$ cat src/verilog/avm_pkg.sv
// Shared constants for the analogue value monitoring block.
package avm_pkg;
	// Register byte addresses.
	localparam logic [7:0] A_CTRL = 8'h00;
	localparam logic [7:0] A_STATUS = 8'h04;
	localparam logic [7:0] A_IRQ_STAT = 8'h08;
	localparam logic [7:0] A_IRQ_EN = 8'h0c;
	localparam logic [7:0] A_IRQ_CLR = 8'h10;
	localparam logic [7:0] A_THR_BASE = 8'h20;
	localparam logic [7:0] A_THR_STRIDE = 8'h10;
	localparam logic [7:0] O_THR_CFG = 8'h00;
	localparam logic [7:0] O_THR_ON = 8'h04;
	localparam logic [7:0] O_THR_OFF = 8'h08;
	localparam logic [7:0] A_RNG_CFG = 8'h40;
	localparam logic [7:0] A_RNG_UP_ON = 8'h44;
	localparam logic [7:0] A_RNG_UP_OFF = 8'h48;
	localparam logic [7:0] A_RNG_LO_ON = 8'h4c;
	localparam logic [7:0] A_RNG_LO_OFF = 8'h50;
	localparam logic [7:0] A_RMP_CFG = 8'h60;
	localparam logic [7:0] A_RMP_GRAD = 8'h64;
	localparam logic [7:0] A_RMP_ABS = 8'h68;
	localparam logic [7:0] A_RMP_PCT = 8'h6c;
	localparam logic [7:0] A_RMP_HYST = 8'h70;
	localparam logic [7:0] A_DIF_CFG = 8'h80;
	localparam logic [7:0] A_DIF_INT = 8'h84;
	localparam logic [7:0] A_MAP_BASE = 8'ha0;
	localparam logic [7:0] A_DIAG_BASE = 8'hc0;
	localparam logic [7:0] A_RMP_LIM = 8'he0;
	localparam logic [7:0] A_DIF_VAL = 8'he4;
	// Field positions.
	localparam int CTRL_START = 0;
	localparam int CTRL_STOP = 1;
	localparam int CTRL_ACK = 2;
	localparam int CFG_MODE = 2;
	localparam int RMP_MS = 3;
	localparam int RMP_MAN = 4;
	localparam int MAP_EN = 3;
	localparam int EV_THR0 = 0;
	localparam int EV_RNG = 2;
	localparam int EV_RAMP = 3;
	localparam int EV_DIFF = 4;
	localparam int N_EV = 5;
	// Diagnostic source codes beyond the four channels.
	localparam logic [2:0] SRC_DIFF = 3'h4;
	localparam logic [2:0] SRC_RAMP = 3'h5;
	// Sizes.
	localparam int N_CH = 4;
	localparam int N_THR = 2;
	localparam int N_DIAG = 6;
	localparam int N_DEF = 4;
	// Timing.
	localparam int CLK_PERIOD_PS = 5000;
	localparam int T_MS_PS = 1000000000;
	localparam int TICKS_MS_DEF = T_MS_PS / CLK_PERIOD_PS;
	localparam logic [9:0] MS_PER_S = 10'h3e8;
	localparam int PCT_DIV = 100;
	// Values after reset.
	localparam logic [15:0] DIF_INT_RST = 16'h0001;
	localparam logic [15:0] THR_RST = 16'h0000;
	typedef enum logic {AVM_RMP_IDLE, AVM_RMP_TRACK} avm_rmp_state_t;
endpackage
$ cat src/verilog/avm_core.sv
// Analogue value monitoring: thresholds, range, diagnostics, ramp and differential.
//
// The strobed register port and the placing of the registers were chosen for this implementation.
`timescale 1ns/1ps
`default_nettype none
module avm_core import avm_pkg::*; #(
	parameter int W = 16,
	parameter int TICKS_MS = TICKS_MS_DEF
) (
	// Clock and reset.
	input wire logic core_clk,
	input wire logic rst,
	// Digitised channels, same clock domain.
	input wire logic signed [W-1:0] analog_channel_zero,
	input wire logic signed [W-1:0] analog_channel_one,
	input wire logic signed [W-1:0] analog_channel_two,
	input wire logic signed [W-1:0] analog_channel_three,
	// Register port.
	input wire logic [7:0] reg_addr,
	input wire logic [31:0] reg_wdata,
	input wire logic reg_wr,
	input wire logic reg_rd,
	output logic [31:0] reg_rdata,
	// Monitor results.
	output logic [N_THR-1:0] thr_out,
	output logic range_out,
	output logic ramp_enable,
	output logic signed [31:0] diff_value,
	// Fieldbus and display.
	output logic [N_DIAG*W-1:0] fb_data,
	output logic [2:0] disp_id,
	output logic [W-1:0] disp_value,
	output logic disp_valid,
	// Interrupt.
	output logic irq
);
	function automatic logic hit(input logic lt, input logic signed [31:0] v, input logic signed [31:0] t);
		hit = lt ? (v < t) : (v > t);
	endfunction

	function automatic logic [7:0] thr_addr(input int i, input logic [7:0] off);
		thr_addr = A_THR_BASE + 8'(i) * A_THR_STRIDE + off;
	endfunction

	function automatic logic signed [31:0] sx(input logic signed [W-1:0] v);
		sx = 32'(v);
	endfunction

	logic signed [W-1:0] ch [N_CH];
	assign ch[0] = analog_channel_zero;
	assign ch[1] = analog_channel_one;
	assign ch[2] = analog_channel_two;
	assign ch[3] = analog_channel_three;

	logic [2:0] thr_cfg_q [N_THR];
	logic signed [W-1:0] thr_on_q [N_THR];
	logic signed [W-1:0] thr_off_q [N_THR];
	logic [1:0] rng_ch_q;
	logic signed [W-1:0] rng_up_on_q, rng_up_off_q, rng_lo_on_q, rng_lo_off_q;
	logic [4:0] rmp_cfg_q;
	logic signed [W-1:0] rmp_grad_q, rmp_abs_q, rmp_hyst_q;
	logic [15:0] rmp_pct_q;
	logic [2:0] dif_cfg_q;
	logic [15:0] dif_int_q;
	logic [3:0] map_q [N_DIAG];
	logic [N_EV-1:0] irq_stat_q, irq_en_q, ev;

	wire wr_ctrl = reg_wr && reg_addr == A_CTRL;
	wire start = wr_ctrl && reg_wdata[CTRL_START];
	wire stop = wr_ctrl && reg_wdata[CTRL_STOP];
	wire ack = wr_ctrl && reg_wdata[CTRL_ACK];

	// Configuration registers.
	always_ff @(posedge core_clk) begin
		if (rst) begin
			for (int i = 0; i < N_THR; i++) begin
				thr_cfg_q[i] <= 3'h0;
				thr_on_q[i] <= THR_RST;
				thr_off_q[i] <= THR_RST;
			end
			for (int k = 0; k < N_DIAG; k++) map_q[k] <= 4'h0;
			rng_ch_q <= 2'h0;
			rng_up_on_q <= THR_RST;
			rng_up_off_q <= THR_RST;
			rng_lo_on_q <= THR_RST;
			rng_lo_off_q <= THR_RST;
			rmp_cfg_q <= 5'h00;
			rmp_grad_q <= THR_RST;
			rmp_abs_q <= THR_RST;
			rmp_pct_q <= 16'h0000;
			rmp_hyst_q <= THR_RST;
			dif_cfg_q <= 3'h0;
			dif_int_q <= DIF_INT_RST;
			irq_en_q <= '0;
		end else if (reg_wr) begin
			for (int i = 0; i < N_THR; i++) begin
				if (reg_addr == thr_addr(i, O_THR_CFG)) thr_cfg_q[i] <= reg_wdata[2:0];
				if (reg_addr == thr_addr(i, O_THR_ON)) thr_on_q[i] <= reg_wdata[W-1:0];
				if (reg_addr == thr_addr(i, O_THR_OFF)) thr_off_q[i] <= reg_wdata[W-1:0];
			end
			for (int k = 0; k < N_DIAG; k++) begin
				if (reg_addr == A_MAP_BASE + 8'(k * 4)) map_q[k] <= reg_wdata[3:0];
			end
			case (reg_addr)
				A_RNG_CFG: rng_ch_q <= reg_wdata[1:0];
				A_RNG_UP_ON: rng_up_on_q <= reg_wdata[W-1:0];
				A_RNG_UP_OFF: rng_up_off_q <= reg_wdata[W-1:0];
				A_RNG_LO_ON: rng_lo_on_q <= reg_wdata[W-1:0];
				A_RNG_LO_OFF: rng_lo_off_q <= reg_wdata[W-1:0];
				A_RMP_CFG: rmp_cfg_q <= reg_wdata[4:0];
				A_RMP_GRAD: rmp_grad_q <= reg_wdata[W-1:0];
				A_RMP_ABS: rmp_abs_q <= reg_wdata[W-1:0];
				A_RMP_PCT: rmp_pct_q <= reg_wdata[15:0];
				A_RMP_HYST: rmp_hyst_q <= reg_wdata[W-1:0];
				A_DIF_CFG: dif_cfg_q <= reg_wdata[2:0];
				A_DIF_INT: dif_int_q <= reg_wdata[15:0];
				A_IRQ_EN: irq_en_q <= reg_wdata[N_EV-1:0];
				default: ;
			endcase
		end
	end

	// Threshold monitors with hysteresis.
	logic [N_THR-1:0] thr_out_d, thr_on_hit, thr_off_hit;
	always_comb begin
		for (int i = 0; i < N_THR; i++) begin
			thr_on_hit[i] = hit(thr_cfg_q[i][CFG_MODE], sx(ch[thr_cfg_q[i][1:0]]), sx(thr_on_q[i]));
			thr_off_hit[i] = hit(!thr_cfg_q[i][CFG_MODE], sx(ch[thr_cfg_q[i][1:0]]), sx(thr_off_q[i]));
			thr_out_d[i] = thr_out[i] ? !thr_off_hit[i] : thr_on_hit[i];
		end
	end
	always_ff @(posedge core_clk) begin
		if (rst) thr_out <= '0;
		else thr_out <= thr_out_d;
	end

	// Range monitor: leaves the band upward or downward, each side with hysteresis.
	logic rng_up_q, rng_lo_q, rng_up_d, rng_lo_d;
	wire signed [31:0] rng_v = sx(ch[rng_ch_q]);
	always_comb begin
		rng_up_d = rng_up_q ? !(rng_v < sx(rng_up_off_q)) : (rng_v > sx(rng_up_on_q));
		rng_lo_d = rng_lo_q ? !(rng_v > sx(rng_lo_off_q)) : (rng_v < sx(rng_lo_on_q));
	end
	always_ff @(posedge core_clk) begin
		if (rst) begin
			rng_up_q <= 1'b0;
			rng_lo_q <= 1'b0;
			range_out <= 1'b0;
		end else begin
			rng_up_q <= rng_up_d;
			rng_lo_q <= rng_lo_d;
			range_out <= rng_up_d | rng_lo_d;
		end
	end

	// Millisecond and second time base; the ramp uses either tick, the differential only the millisecond one.
	logic [31:0] ms_cnt_q;
	logic [9:0] s_cnt_q;
	logic tick_ms_q, tick_s_q;
	always_ff @(posedge core_clk) begin
		if (rst) begin
			ms_cnt_q <= '0;
			s_cnt_q <= '0;
			tick_ms_q <= 1'b0;
			tick_s_q <= 1'b0;
		end else begin
			tick_ms_q <= ms_cnt_q == 32'(TICKS_MS - 1);
			tick_s_q <= ms_cnt_q == 32'(TICKS_MS - 1) && s_cnt_q == MS_PER_S - 10'h001;
			if (ms_cnt_q == 32'(TICKS_MS - 1)) begin
				ms_cnt_q <= '0;
				s_cnt_q <= (s_cnt_q == MS_PER_S - 10'h001) ? 10'h000 : s_cnt_q + 10'h001;
			end else begin
				ms_cnt_q <= ms_cnt_q + 32'h1;
			end
		end
	end

	// Ramp monitor.
	avm_rmp_state_t rmp_st_q;
	logic signed [31:0] rmp_base_q, rmp_lim, rmp_mag, rmp_pctv;
	wire signed [31:0] rmp_v = sx(ch[rmp_cfg_q[1:0]]);
	wire rmp_lower = rmp_cfg_q[CFG_MODE];
	wire rmp_tick = rmp_cfg_q[RMP_MS] ? tick_ms_q : tick_s_q;
	always_comb begin
		rmp_mag = rmp_base_q < 0 ? -rmp_base_q : rmp_base_q;
		rmp_pctv = 32'((48'(rmp_mag) * 48'(rmp_pct_q)) / 48'(PCT_DIV));
		if (rmp_lower) rmp_lim = rmp_base_q - sx(rmp_abs_q) - rmp_pctv;
		else rmp_lim = rmp_base_q + sx(rmp_abs_q) + rmp_pctv;
	end
	wire rmp_viol = rmp_st_q == AVM_RMP_TRACK && hit(rmp_lower, rmp_v, rmp_lim);
	wire rmp_back = hit(!rmp_lower, rmp_v, sx(rmp_hyst_q));
	always_ff @(posedge core_clk) begin
		if (rst) begin
			rmp_st_q <= AVM_RMP_IDLE;
			rmp_base_q <= '0;
		end else if (stop) begin
			rmp_st_q <= AVM_RMP_IDLE;
		end else if (start) begin
			rmp_st_q <= AVM_RMP_TRACK;
			rmp_base_q <= rmp_v;
		end else if (rmp_st_q == AVM_RMP_TRACK && rmp_tick) begin
			rmp_base_q <= rmp_lower ? rmp_base_q - sx(rmp_grad_q) : rmp_base_q + sx(rmp_grad_q);
		end
	end
	// The enable stays high while no ramp runs so that idle channels never block.
	always_ff @(posedge core_clk) begin
		if (rst || start || rmp_st_q == AVM_RMP_IDLE) ramp_enable <= 1'b1;
		else if (rmp_viol) ramp_enable <= 1'b0;
		else if (!ramp_enable) begin
			if (rmp_cfg_q[RMP_MAN]) ramp_enable <= ack;
			else ramp_enable <= rmp_back;
		end
	end

	// Differential over the configured interval in milliseconds.
	logic [15:0] dif_cnt_q;
	logic signed [31:0] dif_ref_q, dif_q;
	logic dif_ev;
	wire [15:0] dif_ival = dif_int_q == 16'h0000 ? 16'h0001 : dif_int_q;
	wire signed [31:0] dif_v = sx(ch[dif_cfg_q[1:0]]);
	always_comb begin
		dif_ev = tick_ms_q && dif_cnt_q >= dif_ival - 16'h0001;
		dif_q = (dif_v - dif_ref_q) / $signed({16'h0000, dif_ival});
	end
	always_ff @(posedge core_clk) begin
		if (rst) begin
			dif_cnt_q <= '0;
			dif_ref_q <= '0;
			diff_value <= '0;
		end else if (tick_ms_q) begin
			dif_cnt_q <= dif_ev ? 16'h0000 : dif_cnt_q + 16'h0001;
			if (dif_ev) begin
				dif_ref_q <= dif_v;
				diff_value <= (dif_cfg_q[CFG_MODE] && dif_q < 0) ? -dif_q : dif_q;
			end
		end
	end

	// Diagnostic mapping to data identifiers one to six.
	logic [W-1:0] diag_v [N_DIAG];
	logic any_map;
	always_comb begin
		any_map = 1'b0;
		for (int k = 0; k < N_DIAG; k++) any_map = any_map | map_q[k][MAP_EN];
		for (int k = 0; k < N_DIAG; k++) begin
			diag_v[k] = '0;
			if (any_map) begin
				if (map_q[k][MAP_EN]) begin
					if (map_q[k][2] == 1'b0) diag_v[k] = ch[map_q[k][1:0]];
					else if (map_q[k][2:0] == SRC_DIFF) diag_v[k] = diff_value[W-1:0];
					else if (map_q[k][2:0] == SRC_RAMP) diag_v[k] = rmp_lim[W-1:0];
				end
			end else if (k < N_DEF) begin
				diag_v[k] = ch[k];
			end
		end
	end
	always_ff @(posedge core_clk) begin
		if (rst) fb_data <= '0;
		else for (int k = 0; k < N_DIAG; k++) fb_data[k*W +: W] <= diag_v[k];
	end
	// Display stream walks the identifiers one per cycle; disp_id 0 is identifier one.
	always_ff @(posedge core_clk) begin
		if (rst) begin
			disp_id <= 3'h0;
			disp_value <= '0;
			disp_valid <= 1'b0;
		end else begin
			disp_id <= (disp_id == 3'(N_DIAG - 1)) ? 3'h0 : disp_id + 3'h1;
			disp_value <= diag_v[(disp_id == 3'(N_DIAG - 1)) ? 3'h0 : disp_id + 3'h1];
			disp_valid <= 1'b1;
		end
	end

	// Interrupt status: a new event wins over a clear in the same cycle.
	always_comb begin
		ev = '0;
		ev[EV_THR0 +: N_THR] = thr_out_d & ~thr_out;
		ev[EV_RNG] = (rng_up_d | rng_lo_d) & ~range_out;
		ev[EV_RAMP] = rmp_viol & ramp_enable;
		ev[EV_DIFF] = dif_ev;
	end
	always_ff @(posedge core_clk) begin
		if (rst) irq_stat_q <= '0;
		else if (reg_wr && reg_addr == A_IRQ_CLR) irq_stat_q <= (irq_stat_q & ~reg_wdata[N_EV-1:0]) | ev;
		else irq_stat_q <= irq_stat_q | ev;
	end
	always_ff @(posedge core_clk) begin
		if (rst) irq <= 1'b0;
		else irq <= |(((irq_stat_q & ~((reg_wr && reg_addr == A_IRQ_CLR) ? reg_wdata[N_EV-1:0] : '0)) | ev) & irq_en_q);
	end

	// Read port: data valid only in the cycle after the strobe, zero otherwise.
	logic [31:0] rd_d;
	always_comb begin
		rd_d = '0;
		case (reg_addr)
			A_STATUS: rd_d = 32'({rmp_st_q == AVM_RMP_TRACK, ramp_enable, range_out, thr_out});
			A_IRQ_STAT: rd_d = 32'(irq_stat_q);
			A_IRQ_EN: rd_d = 32'(irq_en_q);
			A_RNG_CFG: rd_d = 32'(rng_ch_q);
			A_RNG_UP_ON: rd_d = sx(rng_up_on_q);
			A_RNG_UP_OFF: rd_d = sx(rng_up_off_q);
			A_RNG_LO_ON: rd_d = sx(rng_lo_on_q);
			A_RNG_LO_OFF: rd_d = sx(rng_lo_off_q);
			A_RMP_CFG: rd_d = 32'(rmp_cfg_q);
			A_RMP_GRAD: rd_d = sx(rmp_grad_q);
			A_RMP_ABS: rd_d = sx(rmp_abs_q);
			A_RMP_PCT: rd_d = 32'(rmp_pct_q);
			A_RMP_HYST: rd_d = sx(rmp_hyst_q);
			A_DIF_CFG: rd_d = 32'(dif_cfg_q);
			A_DIF_INT: rd_d = 32'(dif_int_q);
			A_RMP_LIM: rd_d = rmp_lim;
			A_DIF_VAL: rd_d = diff_value;
			default: ;
		endcase
		for (int i = 0; i < N_THR; i++) begin
			if (reg_addr == thr_addr(i, O_THR_CFG)) rd_d = 32'(thr_cfg_q[i]);
			if (reg_addr == thr_addr(i, O_THR_ON)) rd_d = sx(thr_on_q[i]);
			if (reg_addr == thr_addr(i, O_THR_OFF)) rd_d = sx(thr_off_q[i]);
		end
		for (int k = 0; k < N_DIAG; k++) begin
			if (reg_addr == A_MAP_BASE + 8'(k * 4)) rd_d = 32'(map_q[k]);
			if (reg_addr == A_DIAG_BASE + 8'(k * 4)) rd_d = 32'(fb_data[k*W +: W]);
		end
	end
	always_ff @(posedge core_clk) begin
		if (rst) reg_rdata <= '0;
		else reg_rdata <= reg_rd ? rd_d : 32'h0;
	end

	// Checks.
	AST_THR_ON: assert property (@(posedge core_clk) disable iff (rst) $rose(thr_out[0]) |-> $past(thr_on_hit[0]))
		else $error("threshold output rose without its on condition");
	AST_THR_HOLD: assert property (@(posedge core_clk) disable iff (rst)
		thr_out[1] && !thr_off_hit[1] |=> thr_out[1])
		else $error("threshold output dropped before the off value");
	AST_RNG_UP: assert property (@(posedge core_clk) disable iff (rst) rng_v > sx(rng_up_on_q) |=> range_out)
		else $error("range output missed an upper crossing");
	AST_DIAG_DEF: assert property (@(posedge core_clk) disable iff (rst)
		!any_map |=> fb_data[2*W +: W] == $past(analog_channel_two))
		else $error("default mapping of channel two wrong");
	AST_DIAG_USER: assert property (@(posedge core_clk) disable iff (rst)
		map_q[5] == 4'ha |=> fb_data[5*W +: W] == $past(analog_channel_two))
		else $error("user mapping not applied");
	AST_RMP_START: assert property (@(posedge core_clk) disable iff (rst)
		start && !stop |=> rmp_base_q == $past(rmp_v) && ramp_enable)
		else $error("ramp base not loaded from input");
	AST_RMP_VIOL: assert property (@(posedge core_clk) disable iff (rst)
		rmp_viol && !start && !stop |=> !ramp_enable)
		else $error("ramp violation did not drop enable");
	AST_RMP_MAN: assert property (@(posedge core_clk) disable iff (rst)
		rmp_cfg_q[RMP_MAN] && !ramp_enable && !ack && !start && !stop && rmp_st_q == AVM_RMP_TRACK |=> !ramp_enable)
		else $error("manual ramp re-enabled without request");
	AST_DIF_ABS: assert property (@(posedge core_clk) disable iff (rst)
		dif_ev && dif_cfg_q[CFG_MODE] |=> diff_value >= 0)
		else $error("magnitude differential is negative");
endmodule
`default_nettype wire

$ cat config.mk
export PLATFORM = sky130hd
export DESIGN_NAME = avm_core
export DESIGN_NICKNAME = d
export VERILOG_FILES = /design/src/verilog/avm_pkg.sv /design/src/verilog/avm_core.sv
export SDC_FILE = /design/constraint.sdc
export NUM_CORES = 2
export LEC_CHECK = 0
export BUFFER_PORTS_ARGS = -buffer_cell sky130_fd_sc_hd__buf_2
export CAP_MARGIN = 20
export CORE_ASPECT_RATIO = 1.5
export CORE_UTILIZATION = 45
export CTS_CLUSTER_DIAMETER = 80
export DETAILED_ROUTE_END_ITERATION = 16
export PLACE_DENSITY = 0.58
export SLEW_MARGIN = 0
export SYNTH_ARGS = -nofsm -noshare
export SYNTH_HDL_FRONTEND = slang
export SYNTH_SLANG_ARGS = --single-unit
$ cat constraint.sdc
create_clock -name core_clk -period 152.6 [get_ports core_clk]
set_clock_uncertainty 0.15 [all_clocks]
set_input_delay 0 -clock core_clk [delete_from_list [all_inputs] [get_ports core_clk]]
set_output_delay 0 -clock core_clk [all_outputs]
set_load 0.01 [all_outputs]
==> summary.md <==
| Metric | Value |
|---|---|
| First-pass GRT wire length | 525000 um |
| Largest stage delay on the critical path | 840 ps |
| CTS Hold Buffers Added | 97 |
| R2R Path Start | dif_int_q[11] |
| Detailed Route WL | 349000 um |
| Slew @ Worst Pin | 1200 ps |
| Grt peak-use layer | met2 |
| Port Buffers | 276 |
| Synth Flop Type | dfxtp_1 |
| Largest net degree at the start of global routing | 135 |
| Max-cap violation count | 0 |
| Crit path max-delay family | compound AO/OA/AOI/OAI gates |
| IO Count | 293 |
| Filler cell count | 19900 |
| CP Data Required Time | 152980 ps |
| F_max | 0.00847 GHz |
| WP buf/inv | 29 |
| Synthesized instance count | 11400 |
| Post-synth ARST share | 0% |
| Startpoint types | flop |
| DRT Pass-1 Iters | 7 |
| # setup viols final | 0 |
| Commonest non-fill, non-tap cells in the layout | nand2_1 (1296), inv_1 (1123), nor2_1 (836) |
| Grt met1 use | 37.1% |
| Clock Latency Late Sink | 690 ps |
| CP Class | flop to flop |
| Area delta synth->final | 7.17% |
| Final max-slew violation count | 0 |
| Syn Std Cell Area | 91500 sq um |
| Hold Crit Class | input pin to flop |
| # DRC | 0 |
| Total CTS buffers | 60 |
| Clock slew seen by the registers of the worst setup and hold paths | 70 ps |
| Post-Route Setup TNS | 0 ps |
| Arr. time, crit path | 118410 ps |
| R2R Path End | diff_value[27] |
| Tmin final | 118030 ps |
| DP HPWL | 273000 um |
| Cell Rows | 202 |
| Worst-path maximum fanout | 38 |
| Starting Density | 45.3% |
| Worst reg-to-reg path cell count | 548 |
| Num Clock Sinks | 554 |
| Vias/cell | 6.18 |
| #FFs+latches synth | 554 |
| ANT nets after route | 0 |
| Nets | 12900 |
| GRT Total Usage | 33.2% |
| Cell depth of the worst setup path | 548 |
| CP max stage cell | or4b_2 |
| Crit-path most repeated cell | o21a_1 |
| Hold depth | 4 |
| Worst setup path end | diff_value[27] |
| Post-CTS sizing | 0 |
| DIE WIDTH | 370 um |
| Initial antenna violation count | 38 |
| DR iter-0 viols | 7492 |
| RSZ-0062 raised after global routing | no |
| CTS H-tree lvls | 2 |
| Core Area | 202000 sq um |
| Setup repair bufs after CTS | 0 |
| Post-DR wirelength/cell | 24.7 um |
| Die Span Y | 554 um |
| Sequential area share after synthesis | 13.1% |
| Post-synth EDFFs | 94 |
| Crit path capture type | flop |
| CTS tree | built |
| Critical path origin | dif_int_q[11] |
| Vias in the first global route | 86500 |
| Reg2reg setup slack | 34570 ps |
| Max transition margin | 19.0% |
| Global-route met3 utilization | 4.30% |
| Routability cong. | 0.977 |
| Cell variety after synth | 195 |
| CTS max path bufs | 3 |
| Clock Tree Root | clkbuf_16 |
| Outcome | finished, final reports clean |
| Global route total overflow | 0 |
| DIE AREA | 205000 sq um |
| Layout cells sized above 1 | 12.2% |
| Fin. Hold Viols | 0 |
| Syn_area_per_cell | 8.01 sq um |
| Vias | 87500 |
| Ys Warns | 0 |
| Fin crit share | 77.3% |
| Hold slack | 79.5 ps |
| Layout Cells excl Fill | 14200 |
| Cells after DPL | 13900 |
| Commonest non-fill, non-tap cell in the layout | nand2_1 |
| GR Util met2 | 58.7% |
[worst min path at each step]
stage | slack [ps] | to | startpoint
3_5_place_dp | 240 | disp_value[6] | disp_value[6]
5_1_grt | 90 | map_q[2][0] | reg_addr[3]
4_1_cts | 4 | map_q[4][2] | reg_addr[3]
2_1_floorplan | -10 | dif_int_q[13] | reg_wdata[13]
3_3_place_gp | 250 | disp_value[13] | disp_value[13]
6_report | 80 | map_q[2][1] | reg_addr[3]
[cell type report]
cell class,count,area (sq um),share of cell area [%]
Multi-Input combinational cell,9091,72200,73.5
Sequential cell,554,12000,12.3
Inverter,1137,4300,4.39
Timing Repair Buffer,590,4080,4.16
Tap cell,2652,3320,3.38
Clock buffer,86,1770,1.81
Clock inverter,27,393,0.400
Antenna cell,20,50.0,0.0510
[registers in the layout, summed over array words and instances, names as in the netlist, 24 cells and up]
| name | cells |
|---|---|
| thr_on_q | 32 |
| ms_cnt_q | 32 |
| reg_rdata | 32 |
| rmp_base_q | 32 |
| map_q | 24 |
| fb_data | 96 |
| thr_off_q | 32 |
| diff_value | 32 |
[routing by layer]
layer  wire [um]  vias to the layer above
li1            -                    40200
met2      173000                     3593
met4       26900                       10
met1      126000                    42700
met5          65                        -
met3       22900                      998
[synth_stat cells, types with 50 or more instances]
| master | number | area [sq um] |
|---|---|---|
| buf_1 | 58 | 218 |
| a22oi_1 | 72 | 541 |
| and2_1 | 444 | 2780 |
| and3_1 | 54 | 338 |
| xnor2_1 | 301 | 2640 |
| nor3_1 | 444 | 2220 |
| dfxtp_1 | 460 | 9210 |
| nand2_1 | 1296 | 4860 |
| nor2b_1 | 101 | 632 |
| nand3_1 | 147 | 736 |
| nand4_1 | 113 | 707 |
| mux2_2 | 113 | 1270 |
| nor2_1 | 840 | 3150 |
| o21bai_1 | 67 | 503 |
| a211oi_1 | 74 | 556 |
| mux2i_1 | 103 | 1030 |
| o31ai_1 | 183 | 1370 |
| mux4_2 | 184 | 4140 |
| o21a_1 | 365 | 2740 |
| o22ai_1 | 107 | 669 |
| a22o_1 | 63 | 552 |
| or3_1 | 53 | 332 |
| ha_1 | 817 | 10200 |
| o211ai_1 | 76 | 571 |
| clkbuf_1 | 489 | 1840 |
| edfxtp_1 | 94 | 2820 |
| inv_1 | 1124 | 4220 |
| o21ai_1 | 50 | 250 |
| buf_6 | 70 | 788 |
| a21o_1 | 70 | 526 |
| xor2_1 | 152 | 1330 |
| a221oi_1 | 53 | 464 |
| o21ai_0 | 457 | 2290 |
| or2_2 | 53 | 332 |
| nand2b_1 | 106 | 663 |
| fa_1 | 549 | 11000 |
| a31oi_1 | 70 | 438 |
| a21oi_1 | 643 | 3220 |
[worst reg2reg max path, delay by kind of cell (launching register included)]
kind	cells	cell delay, ps
AO/OA/AOI/OAI	372	74950
AND/OR/NAND/NOR	107	22110
XOR/XNOR	2	400
buffers and inverters	29	8190
multiplexers	6	2110
adder cells (fa/ha/maj)	32	9570
flip-flops	1	450
[through the flow]
| stage | worst slack [ps] | cell area (sq um) | util, % |
|---|---|---|---|
| 2_1_floorplan | 37480 | 91600 | - |
| 3_3_place_gp | 37110 | 94800 | 46.9 |
| 3_5_place_dp | 35240 | 94800 | 46.9 |
| 4_1_cts | 34910 | 97900 | 48.5 |
| 5_1_grt | 25730 | 98100 | 48.6 |
| 6_report | 34570 | 98100 | 48.6 |
[logic make-up (layout without fill, tap and decap cells)]
kind of cell | count (synthesis) | in the layout | synth area share (%)
multiplexers | 412 | 412 | 7.22
AO/OA/AOI/OAI | 2885 | 2885 | 22.3
buffers and inverters | 1796 | 1840 | 8.33
AND/OR/NAND/NOR | 3913 | 3913 | 20.6
XOR/XNOR | 484 | 484 | 5.01
adder cells (fa/ha/maj) | 1382 | 1382 | 23.4
flip-flops | 554 | 554 | 13.1
other | 1 | 35 | 0.00410
Power is not shown: default switching activity piles up to over one toggle a cycle in this logic, so the estimate is an artifact.
